**src/include/rioc_pkg.sv**
```systemverilog
package rioc_pkg;

  ////////////////////////////////////////////////////////////////////////////
  // Widths
  localparam int MEAS_W  = 16;
  localparam int PICK_W  = 12;
  localparam int CMP_W   = 32;
  localparam int ADR_W   = 8;
  localparam int CNT_W   = 16;

  ////////////////////////////////////////////////////////////////////////////
  // Operating mode
  typedef enum logic [1:0] {
    RIOC_MODE_OFF  = 2'b00,
    RIOC_MODE_PEAK = 2'b01,
    RIOC_MODE_FUND = 2'b10
  } rioc_mode_t;

  ////////////////////////////////////////////////////////////////////////////
  // Pickup setting, in percent of rated residual current
  localparam logic [PICK_W-1:0] PICK_MIN      = 12'h00a;
  localparam logic [PICK_W-1:0] PICK_MAX      = 12'h3e8;
  localparam logic [PICK_W-1:0] PICK_MAX_WIDE = 12'hbb8;
  localparam logic [PICK_W-1:0] PICK_RST      = 12'h0c8;
  localparam logic [6:0]        PERCENT_SCALE = 7'h64;

  // Rated residual current in measurement units
  localparam logic [MEAS_W-1:0] RATED_RST = 16'h1000;

  // Peak hold window, in samples
  localparam int                WIN_SAMPLES = 20;
  localparam logic [4:0]        WIN_LAST    = 5'h13;

  ////////////////////////////////////////////////////////////////////////////
  // Register offsets (byte addresses)
  localparam logic [ADR_W-1:0] OFS_CTRL     = 8'h00;
  localparam logic [ADR_W-1:0] OFS_PICKUP   = 8'h04;
  localparam logic [ADR_W-1:0] OFS_RATED    = 8'h08;
  localparam logic [ADR_W-1:0] OFS_STATUS   = 8'h0c;
  localparam logic [ADR_W-1:0] OFS_IRQ_STAT = 8'h10;
  localparam logic [ADR_W-1:0] OFS_IRQ_MASK = 8'h14;
  localparam logic [ADR_W-1:0] OFS_MEAS     = 8'h18;
  localparam logic [ADR_W-1:0] OFS_TRIP_CNT = 8'h1c;

  // Field positions
  localparam int CTRL_MODE_LSB = 0;
  localparam int CTRL_WIDE_BIT = 4;
  localparam int ST_INT_BIT    = 0;
  localparam int ST_GEN_BIT    = 1;
  localparam int ST_BLK_BIT    = 2;
  localparam int ST_DBL_BIT    = 3;
  localparam int IRQ_W         = 3;
  localparam int IRQ_RISE_BIT  = 0;
  localparam int IRQ_FALL_BIT  = 1;
  localparam int IRQ_BLK_BIT   = 2;

  localparam logic [IRQ_W-1:0] IRQ_MASK_RST = 3'h0;

endpackage : rioc_pkg

```
**src/verilog/rioc_peak_select.sv**
```systemverilog
`timescale 1ns/100ps
`default_nettype none

module rioc_peak_select
(
  // Clock and reset
  input  wire logic                              clk_i,
  input  wire logic                              rst_i,
  // Sample stream
  input  wire logic                              sample_valid_i,
  input  wire logic signed [rioc_pkg::MEAS_W-1:0] sample_i,
  // Peak magnitude
  output logic        [rioc_pkg::MEAS_W-1:0]     residual_peak_o,
  output logic                                   peak_valid_o
);

  logic [rioc_pkg::MEAS_W-1:0] abs_val;
  logic [rioc_pkg::MEAS_W-1:0] cur_max;
  logic [rioc_pkg::MEAS_W-1:0] prev_max;
  logic [rioc_pkg::MEAS_W-1:0] next_cur;
  logic [rioc_pkg::MEAS_W-1:0] next_peak;
  logic [4:0]                  win_cnt;

  // Most negative code maps to its true magnitude, which still fits unsigned
  assign abs_val  = sample_i[rioc_pkg::MEAS_W-1] ? (~sample_i + 1'b1) : sample_i;
  assign next_cur = (abs_val > cur_max) ? abs_val : cur_max;
  // Peak spans the finished window plus the running one, so it never drops early
  assign next_peak = (next_cur > prev_max) ? next_cur : prev_max;

  always_ff @(posedge clk_i)
  begin
    if (rst_i)
    begin
      cur_max  <= '0;
      prev_max <= '0;
      win_cnt  <= '0;
    end
    else if (sample_valid_i)
    begin
      if (win_cnt == rioc_pkg::WIN_LAST)
      begin
        prev_max <= next_cur;
        cur_max  <= '0;
        win_cnt  <= '0;
      end
      else
      begin
        cur_max <= next_cur;
        win_cnt <= win_cnt + 5'h01;
      end
    end
  end

  always_ff @(posedge clk_i)
  begin
    if (rst_i)
    begin
      residual_peak_o <= '0;
      peak_valid_o    <= 1'b0;
    end
    else
    begin
      peak_valid_o <= sample_valid_i;
      if (sample_valid_i)
      begin
        residual_peak_o <= next_peak;
      end
    end
  end

endmodule : rioc_peak_select

`default_nettype wire

```
**src/verilog/rioc_trip_top.sv**
```systemverilog
// Function
// - Internal trip asserts in the same evaluation where measure exceeds threshold.
// - Trip only when measure is strictly above threshold; no added delay.
// - Mode is off, peak or fundamental; off after reset.
// - Pickup percent range 10 to 1000, step 1, default 200.
// - Upper pickup bound widens to 3000 when wide-range variant is set.
// - Setting-double input doubles the effective pickup threshold.
// - Block input forces the general trip output low.
// - Peak magnitude is derived from the sampled residual current stream.
// - Compare peak or fundamental value with threshold, chosen by mode.
// - General trip combines internal trip with the block input.
//
// Implementation choices: the register addresses and the Wishbone interface to the registers.
`timescale 1ns/100ps
`default_nettype none

module rioc_trip_top
(
  // Clock and reset
  input  wire logic                              clk_i,
  input  wire logic                              rst_i,
  // Wishbone slave
  input  wire logic                              wb_cyc_i,
  input  wire logic                              wb_stb_i,
  input  wire logic                              wb_we_i,
  input  wire logic [rioc_pkg::ADR_W-1:0]        wb_adr_i,
  input  wire logic [3:0]                        wb_sel_i,
  input  wire logic [31:0]                       wb_dat_i,
  output logic      [31:0]                       wb_dat_o,
  output logic                                   wb_ack_o,
  // Measurement front end
  input  wire logic                              sample_valid_i,
  input  wire logic signed [rioc_pkg::MEAS_W-1:0] sample_i,
  input  wire logic                              rms_valid_i,
  input  wire logic [rioc_pkg::MEAS_W-1:0]       fundamental_rms_i,
  // Binary inputs from user logic
  input  wire logic                              setting_double_in_i,
  input  wire logic                              function_block_in_i,
  // Trip outputs
  output logic                                   internal_trip_o,
  output logic                                   general_trip_out_o,
  // Interrupt
  output logic                                   irq_o
);

  ////////////////////////////////////////////////////////////////////////////
  // Declarations
  rioc_pkg::rioc_mode_t                mode;
  logic                                wide_range;
  logic [rioc_pkg::PICK_W-1:0]         pickup;
  logic [rioc_pkg::MEAS_W-1:0]         rated;
  logic [rioc_pkg::IRQ_W-1:0]          irq_stat;
  logic [rioc_pkg::IRQ_W-1:0]          irq_mask;
  logic [rioc_pkg::MEAS_W-1:0]         meas_q;
  logic [rioc_pkg::CNT_W-1:0]          trip_cnt;
  logic [1:0]                          dbl_sync;
  logic [1:0]                          blk_sync;
  logic                                blk_q;
  logic                                dbl_s;
  logic                                blk_s;
  logic [rioc_pkg::MEAS_W-1:0]         residual_peak;
  logic                                peak_valid;
  logic                                eval;
  logic [rioc_pkg::MEAS_W-1:0]         new_meas;
  logic [rioc_pkg::MEAS_W-1:0]         next_meas;
  logic [rioc_pkg::PICK_W-1:0]         pick_max;
  logic [rioc_pkg::PICK_W-1:0]         pick_eff;
  logic [rioc_pkg::CMP_W-1:0]          meas_scaled;
  logic [rioc_pkg::CMP_W-1:0]          thr_base;
  logic [rioc_pkg::CMP_W-1:0]          thr_eff;
  logic                                mode_on;
  logic                                next_internal;
  logic                                next_general;
  logic                                wb_req;
  logic                                wb_wr;
  logic [31:0]                         wr_word;
  logic [rioc_pkg::PICK_W-1:0]         wr_pick;
  logic                                wr_pick_ok;
  logic [1:0]                          wr_mode;
  logic [rioc_pkg::IRQ_W-1:0]          irq_set;
  logic [31:0]                         next_rdata;

  ////////////////////////////////////////////////////////////////////////////
  // Binary inputs come from outside this clock domain
  always_ff @(posedge clk_i)
  begin
    if (rst_i)
    begin
      dbl_sync <= 2'h0;
      blk_sync <= 2'h0;
    end
    else
    begin
      dbl_sync <= {dbl_sync[0], setting_double_in_i};
      blk_sync <= {blk_sync[0], function_block_in_i};
    end
  end

  assign dbl_s = dbl_sync[1];
  assign blk_s = blk_sync[1];

  ////////////////////////////////////////////////////////////////////////////
  // Peak selection
  rioc_peak_select u_peak
  (
    .clk_i           (clk_i),
    .rst_i           (rst_i),
    .sample_valid_i  (sample_valid_i),
    .sample_i        (sample_i),
    .residual_peak_o (residual_peak),
    .peak_valid_o    (peak_valid)
  );

  ////////////////////////////////////////////////////////////////////////////
  // Instantaneous decision
  assign mode_on = (mode == rioc_pkg::RIOC_MODE_PEAK) || (mode == rioc_pkg::RIOC_MODE_FUND);

  // Fundamental value is trusted as delivered by the upstream stage
  always_comb
  begin
    eval     = 1'b0;
    new_meas = meas_q;
    case (mode)
      rioc_pkg::RIOC_MODE_PEAK:
      begin
        eval     = peak_valid;
        new_meas = residual_peak;
      end
      rioc_pkg::RIOC_MODE_FUND:
      begin
        eval     = rms_valid_i;
        new_meas = fundamental_rms_i;
      end
      default:
      begin
        eval     = 1'b0;
        new_meas = '0;
      end
    endcase
  end

  assign next_meas = mode_on ? (eval ? new_meas : meas_q) : '0;

  // Stored setting may exceed the narrow bound after the wide flag is cleared
  assign pick_max = wide_range ? rioc_pkg::PICK_MAX_WIDE : rioc_pkg::PICK_MAX;
  assign pick_eff = (pickup > pick_max) ? pick_max : pickup;

  // Cross-multiplied to avoid a divider: meas*100 against pickup*rated
  assign meas_scaled = rioc_pkg::CMP_W'(next_meas) * rioc_pkg::CMP_W'(rioc_pkg::PERCENT_SCALE);
  assign thr_base    = rioc_pkg::CMP_W'(pick_eff) * rioc_pkg::CMP_W'(rated);
  assign thr_eff     = dbl_s ? (thr_base << 1) : thr_base;

  // Strict comparison, decided in the cycle the new value arrives
  assign next_internal = mode_on && (meas_scaled > thr_eff);
  assign next_general  = next_internal && !blk_s;

  always_ff @(posedge clk_i)
  begin
    if (rst_i)
    begin
      meas_q <= '0;
    end
    else
    begin
      meas_q <= next_meas;
    end
  end

  ////////////////////////////////////////////////////////////////////////////
  // Decision logic
  always_ff @(posedge clk_i)
  begin
    if (rst_i)
    begin
      internal_trip_o    <= 1'b0;
      general_trip_out_o <= 1'b0;
      blk_q              <= 1'b0;
    end
    else
    begin
      internal_trip_o    <= next_internal;
      general_trip_out_o <= next_general;
      blk_q              <= blk_s;
    end
  end

  ////////////////////////////////////////////////////////////////////////////
  // Wishbone access
  assign wb_req = wb_cyc_i && wb_stb_i && !wb_ack_o;
  assign wb_wr  = wb_req && wb_we_i;

  always_comb
  begin
    wr_word = 32'h0000_0000;
    for (int b = 0; b < 4; b++)
    begin
      wr_word[b*8 +: 8] = wb_sel_i[b] ? wb_dat_i[b*8 +: 8] : next_rdata[b*8 +: 8];
    end
  end

  assign wr_pick    = wr_word[rioc_pkg::PICK_W-1:0];
  assign wr_pick_ok = (wr_pick >= rioc_pkg::PICK_MIN) && (wr_pick <= pick_max);
  assign wr_mode    = wr_word[rioc_pkg::CTRL_MODE_LSB +: 2];

  always_ff @(posedge clk_i)
  begin
    if (rst_i)
    begin
      mode       <= rioc_pkg::RIOC_MODE_OFF;
      wide_range <= 1'b0;
    end
    else if (wb_wr && (wb_adr_i == rioc_pkg::OFS_CTRL))
    begin
      // The unused code is taken as off so the function never runs undefined
      case (wr_mode)
        2'h1:    mode <= rioc_pkg::RIOC_MODE_PEAK;
        2'h2:    mode <= rioc_pkg::RIOC_MODE_FUND;
        default: mode <= rioc_pkg::RIOC_MODE_OFF;
      endcase
      wide_range <= wr_word[rioc_pkg::CTRL_WIDE_BIT];
    end
  end

  always_ff @(posedge clk_i)
  begin
    if (rst_i)
    begin
      pickup <= rioc_pkg::PICK_RST;
      rated  <= rioc_pkg::RATED_RST;
    end
    else if (wb_wr)
    begin
      if ((wb_adr_i == rioc_pkg::OFS_PICKUP) && wr_pick_ok)
      begin
        pickup <= wr_pick;
      end
      else if (wb_adr_i == rioc_pkg::OFS_RATED)
      begin
        rated <= wr_word[rioc_pkg::MEAS_W-1:0];
      end
    end
  end

  ////////////////////////////////////////////////////////////////////////////
  // Interrupts: set wins over a write-one clear in the same cycle
  assign irq_set[rioc_pkg::IRQ_RISE_BIT] = next_general && !general_trip_out_o;
  assign irq_set[rioc_pkg::IRQ_FALL_BIT] = !next_general && general_trip_out_o;
  assign irq_set[rioc_pkg::IRQ_BLK_BIT]  = blk_s != blk_q;

  always_ff @(posedge clk_i)
  begin
    if (rst_i)
    begin
      irq_stat <= '0;
    end
    else if (wb_wr && (wb_adr_i == rioc_pkg::OFS_IRQ_STAT))
    begin
      irq_stat <= (irq_stat & ~wr_word[rioc_pkg::IRQ_W-1:0]) | irq_set;
    end
    else
    begin
      irq_stat <= irq_stat | irq_set;
    end
  end

  always_ff @(posedge clk_i)
  begin
    if (rst_i)
    begin
      irq_mask <= rioc_pkg::IRQ_MASK_RST;
    end
    else if (wb_wr && (wb_adr_i == rioc_pkg::OFS_IRQ_MASK))
    begin
      irq_mask <= wr_word[rioc_pkg::IRQ_W-1:0];
    end
  end

  always_ff @(posedge clk_i)
  begin
    if (rst_i)
    begin
      irq_o <= 1'b0;
    end
    else
    begin
      irq_o <= |(irq_stat & irq_mask);
    end
  end

  ////////////////////////////////////////////////////////////////////////////
  // Trip counter: any write clears it, a rising trip in that cycle still counts
  always_ff @(posedge clk_i)
  begin
    if (rst_i)
    begin
      trip_cnt <= '0;
    end
    else if (wb_wr && (wb_adr_i == rioc_pkg::OFS_TRIP_CNT))
    begin
      trip_cnt <= irq_set[rioc_pkg::IRQ_RISE_BIT] ? 16'h0001 : 16'h0000;
    end
    else if (irq_set[rioc_pkg::IRQ_RISE_BIT] && (trip_cnt != 16'hffff))
    begin
      trip_cnt <= trip_cnt + 16'h0001;
    end
  end

  ////////////////////////////////////////////////////////////////////////////
  // Read mux; unmapped offsets read as zero and are still acknowledged
  always_comb
  begin
    next_rdata = 32'h0000_0000;
    if (wb_adr_i == rioc_pkg::OFS_CTRL)
    begin
      next_rdata[rioc_pkg::CTRL_MODE_LSB +: 2] = mode;
      next_rdata[rioc_pkg::CTRL_WIDE_BIT]      = wide_range;
    end
    else if (wb_adr_i == rioc_pkg::OFS_PICKUP)
    begin
      next_rdata[rioc_pkg::PICK_W-1:0] = pickup;
    end
    else if (wb_adr_i == rioc_pkg::OFS_RATED)
    begin
      next_rdata[rioc_pkg::MEAS_W-1:0] = rated;
    end
    else if (wb_adr_i == rioc_pkg::OFS_STATUS)
    begin
      next_rdata[rioc_pkg::ST_INT_BIT] = internal_trip_o;
      next_rdata[rioc_pkg::ST_GEN_BIT] = general_trip_out_o;
      next_rdata[rioc_pkg::ST_BLK_BIT] = blk_s;
      next_rdata[rioc_pkg::ST_DBL_BIT] = dbl_s;
    end
    else if (wb_adr_i == rioc_pkg::OFS_IRQ_STAT)
    begin
      next_rdata[rioc_pkg::IRQ_W-1:0] = irq_stat;
    end
    else if (wb_adr_i == rioc_pkg::OFS_IRQ_MASK)
    begin
      next_rdata[rioc_pkg::IRQ_W-1:0] = irq_mask;
    end
    else if (wb_adr_i == rioc_pkg::OFS_MEAS)
    begin
      next_rdata[rioc_pkg::MEAS_W-1:0] = meas_q;
    end
    else if (wb_adr_i == rioc_pkg::OFS_TRIP_CNT)
    begin
      next_rdata[rioc_pkg::CNT_W-1:0] = trip_cnt;
    end
  end

  always_ff @(posedge clk_i)
  begin
    if (rst_i)
    begin
      wb_ack_o <= 1'b0;
      wb_dat_o <= 32'h0000_0000;
    end
    else
    begin
      wb_ack_o <= wb_req;
      if (wb_req && !wb_we_i)
      begin
        wb_dat_o <= next_rdata;
      end
    end
  end

endmodule : rioc_trip_top

`default_nettype wire

```
**config.mk**
```make
export PLATFORM = sky130hd
export DESIGN_NAME = rioc_trip_top
export DESIGN_NICKNAME = d
export VERILOG_FILES = /design/src/include/rioc_pkg.sv /design/src/verilog/rioc_peak_select.sv /design/src/verilog/rioc_trip_top.sv
export SDC_FILE = /design/constraint.sdc
export NUM_CORES = 1
export LEC_CHECK = 0
export BUFFER_PORTS_ARGS = -buffer_cell sky130_fd_sc_hd__buf_2
export CAP_MARGIN = 30
export CORE_MARGIN = 8
export CORE_UTILIZATION = 25
export DETAILED_ROUTE_END_ITERATION = 16
export PLACE_DENSITY_LB_ADDON = 0.3
export SYNTH_ARGS = -nofsm -noshare
export SYNTH_HDL_FRONTEND = slang
export SYNTH_HIERARCHICAL = 1
export SYNTH_SLANG_ARGS = --single-unit
```
**constraint.sdc**
```tcl
create_clock -name clk_i -period 10.17 [get_ports clk_i]
set_input_delay 3.051 -clock clk_i [delete_from_list [all_inputs] [get_ports clk_i]]
set_output_delay 3.051 -clock clk_i [all_outputs]
set_load 0.1 [all_outputs]
```
==> impl_metrics.tcl <==
set metrics [dict create \
    cp-start-kind "input pin" \
    p_per_area_mw_per_mm2 79.0 \
    grt_pass1_wl_um 79100 \
    worst_clock_skew_ns 0.00861 \
    whs_ns 0.454 \
    worstPathArrival_ns 9.90 \
    hold_end "dbl_sync[1]$_SDFF_PP0_" \
    ios 121 \
    hold_viol_final 0 \
    synth_commonest_cells "inv_1 (309), nand2_1 (256), ha_1 (183)" \
    slowest_stage "or4_1" \
    vdd_ir_drop_max_uv 125 \
    layout-drive-gt1-share_pct 8.95 \
    rows 95 \
    gp_congestion 0.860 \
    tightest_slew_ns 1.03 \
    status "finished, final reports clean" \
    fp.dieH_um 276 \
    drt_iter0_drc 864 \
    p_leak_nw 8.69 \
    fmax_ghz 0.105 \
    antenna_left 0 \
    yosys.cell_types.count 80 \
    crit_required_ns 10.54 \
    clk_latency_ns 0.44 \
    htree_levels 4 \
    first_pass_iters 5 \
    core_mm2 0.0669 \
    synthFlopType "dfxtp_1" \
    synth_edf_count 0 \
    die_area_mm2 0.0760 \
    clk_pin_slew_worst_paths_ns 0.06 \
    synth_top_cell_by_area "fa_1" \
    max_stage_delay_ns 0.53 \
    cts_root_buf "clkbuf_16" \
    hold_start "dbl_sync[0]$_SDFF_PP0_" \
    ys_ff_latch 148 \
    layout_worst_path_cycle_share_pct 93.7 \
    r2r_slack_ns 0.69 \
    cts_tree "built" \
    hold_path_class "flip-flop to flip-flop" \
    start_util_pct 25.2 \
    place_area_mm2 0.0182 \
    clock_path_buffers 2 \
    yosysWarnings 6 \
    port_buffers 86 \
    antenna_found_initial 2 \
    cts_hold_buf 0 \
    numCtsBuffers 17 \
    grt_usage_pct 12.9 \
    wl_um 48900 \
    worst_slew_margin_rel_pct 30.4 \
    finalSetupViolCount 0 \
    fin_cells 3021 \
    yosysMostFrequentCell "inv_1" \
    final_cell_area_mm2 0.0188 \
    syn2layout_area_growth_pct 11.4 \
    overflow 0 \
    viasPerCell 4.78 \
    final_nets 2551 \
    rsz0062_at_grt "false" \
    maxCapViolCount 0 \
    dp_hpwl_um 39400 \
    finalCriticalPeriod_ns 9.53 \
    end_kind "flip-flop" \
    vias 14438 \
    worstSetupPathType "input pin to flip-flop" \
    reg2regPathDepth 38 \
    cts_sinks 148 \
    grt_start_max_net_pins 84 \
    dp.cells 2984 \
    die_w_um 276 \
    rr_endpoint "trip_cnt[5]$_SDFFE_PP0P_" \
    crit_top_cell "ha_1" \
    crit_fanout 28 \
    synthCells 2093 \
    drv_slew 0 \
    worstHoldPathCells 1 \
    synth.avg_cell_area_um2 8.05 \
    reg2reg_from "wide_range$_SDFFE_PP0P_" \
    final_util_pct 28.0 \
    synth_area_mm2 0.0168 \
    synth-async-reset-ratio_pct 0 \
    wl_per_cell_um 16.2 \
    grt_pass1_vias 14855 \
    synth_area_leaders "fa_1 (18%), dfxtp_1 (18%), ha_1 (14%)" \
    synth_top_area_share_pct 17.9 \
    drc 0 \
    seq_area_frac_synth_pct 17.6 \
]
kinds of logic (layout without fill, tap and decap cells):
logic type	Yosys count	after routing	synth area share, %
mux	52	52	3.26
xor+xnor	49	49	2.55
flops	148	148	17.6
simple gates	655	655	18.5
compound gates	428	428	16.6
fa+ha+maj	334	334	31.5
other cells	1	19	0.0223
buf+inv	426	463	9.95
stage by stage:
stage / setup TNS [ns] / setup WS [ns] / power [mW]
after global routing: 0 / 0.0262 / 1.55
final: 0 / 0.641 / 1.48
after global placement: 0 / 0.0528 / 0.893
after floorplan: 0 / 0.920 / 0.830
after CTS: 0 / 0.310 / 1.50
after detailed placement: -0.126 / -0.0692 / 0.898
worst max path at each step:
stage,from,end,slack [ns],cells past startpoint
finish,rms_valid_i,trip_cnt[5]$_SDFFE_PP0P_,0.64,29
global route,wide_range$_SDFFE_PP0P_,trip_cnt[5]$_SDFFE_PP0P_,0.03,39
CTS,wide_range$_SDFFE_PP0P_,trip_cnt[5]$_SDFFE_PP0P_,0.31,37
detailed placement,rms_valid_i,trip_cnt[5]$_SDFFE_PP0P_,-0.07,29
global placement,rms_valid_i,trip_cnt[15]$_SDFFE_PP0P_,0.05,29
floorplan,rms_valid_i,trip_cnt[11]$_SDFFE_PP0P_,0.92,30
timing repair:
item,CTS,global route
setup buffers,0,2
setup endpoints to repair,0,15
gates resized for setup,0,6
endpoints found under the hold margin,0,0
layout by cell type (no fill, tap or decap), types with 37 or more instances in the layout:
cell type  count
a21oi_1      124
and2_1        75
buf_2         86
dfxtp_1      148
fa_1         151
ha_1         183
inv_1        308
mux2i_1       47
nand2_1      256
nor2_1       124
nor3_1        37
o21ai_0       75
xnor2_1       39
worst max-delay path: cells and delay by family:
family | cells | cell delay [ns]
buffers and inverters | 6 | 0.78
adder cells (fa/ha/maj) | 5 | 1.59
AND/OR/NAND/NOR | 5 | 1.42
AO/OA/AOI/OAI | 12 | 2.82
XOR/XNOR | 1 | 0.21
flip-flops by register name, indices dropped and copies added (netlist names), 2 cells and up:
name                    count
u_peak/residual_peak_o     16
mode                        2
wb_dat_o                   16
meas_q                     16
irq_mask                    3
trip_cnt                   16
rated                      16
pickup                     12
u_peak/cur_max             16
dbl_sync                    2
u_peak/prev_max            16
irq_stat                    3
blk_sync                    2
u_peak/win_cnt              5
layout make-up:
class	count	area, µm²
clock inverters	8	50.0
diodes	3	7.51
inverters	309	1160
clock buffers	24	502
fillers	7161	48200
repair buffers	122	708
well taps	873	1090
flip-flops and latches	148	2960
multi-input cells	1534	12300
where the power goes:
group	total [mW]	internal, mW	switching (mW)
logic	0.274	0.0919	0.182
clock network	0.598	0.342	0.255
registers	0.612	0.599	0.0131
layer usage:
| metal | vias up | track usage (%) | routed length [µm] | share of wire, % |
|---|---|---|---|---|
| li1 | 7057 | - | - | - |
| met1 | 7009 | 17.3 | 22200 | 45 |
| met2 | 312 | 21.8 | 23500 | 48 |
| met3 | 58 | 1.51 | 2150 | 4.4 |
| met4 | 2 | 3.68 | 1030 | 2.1 |
| met5 | - | 0 | 13 | 0.027 |
(Power assumes the default switching activity.)
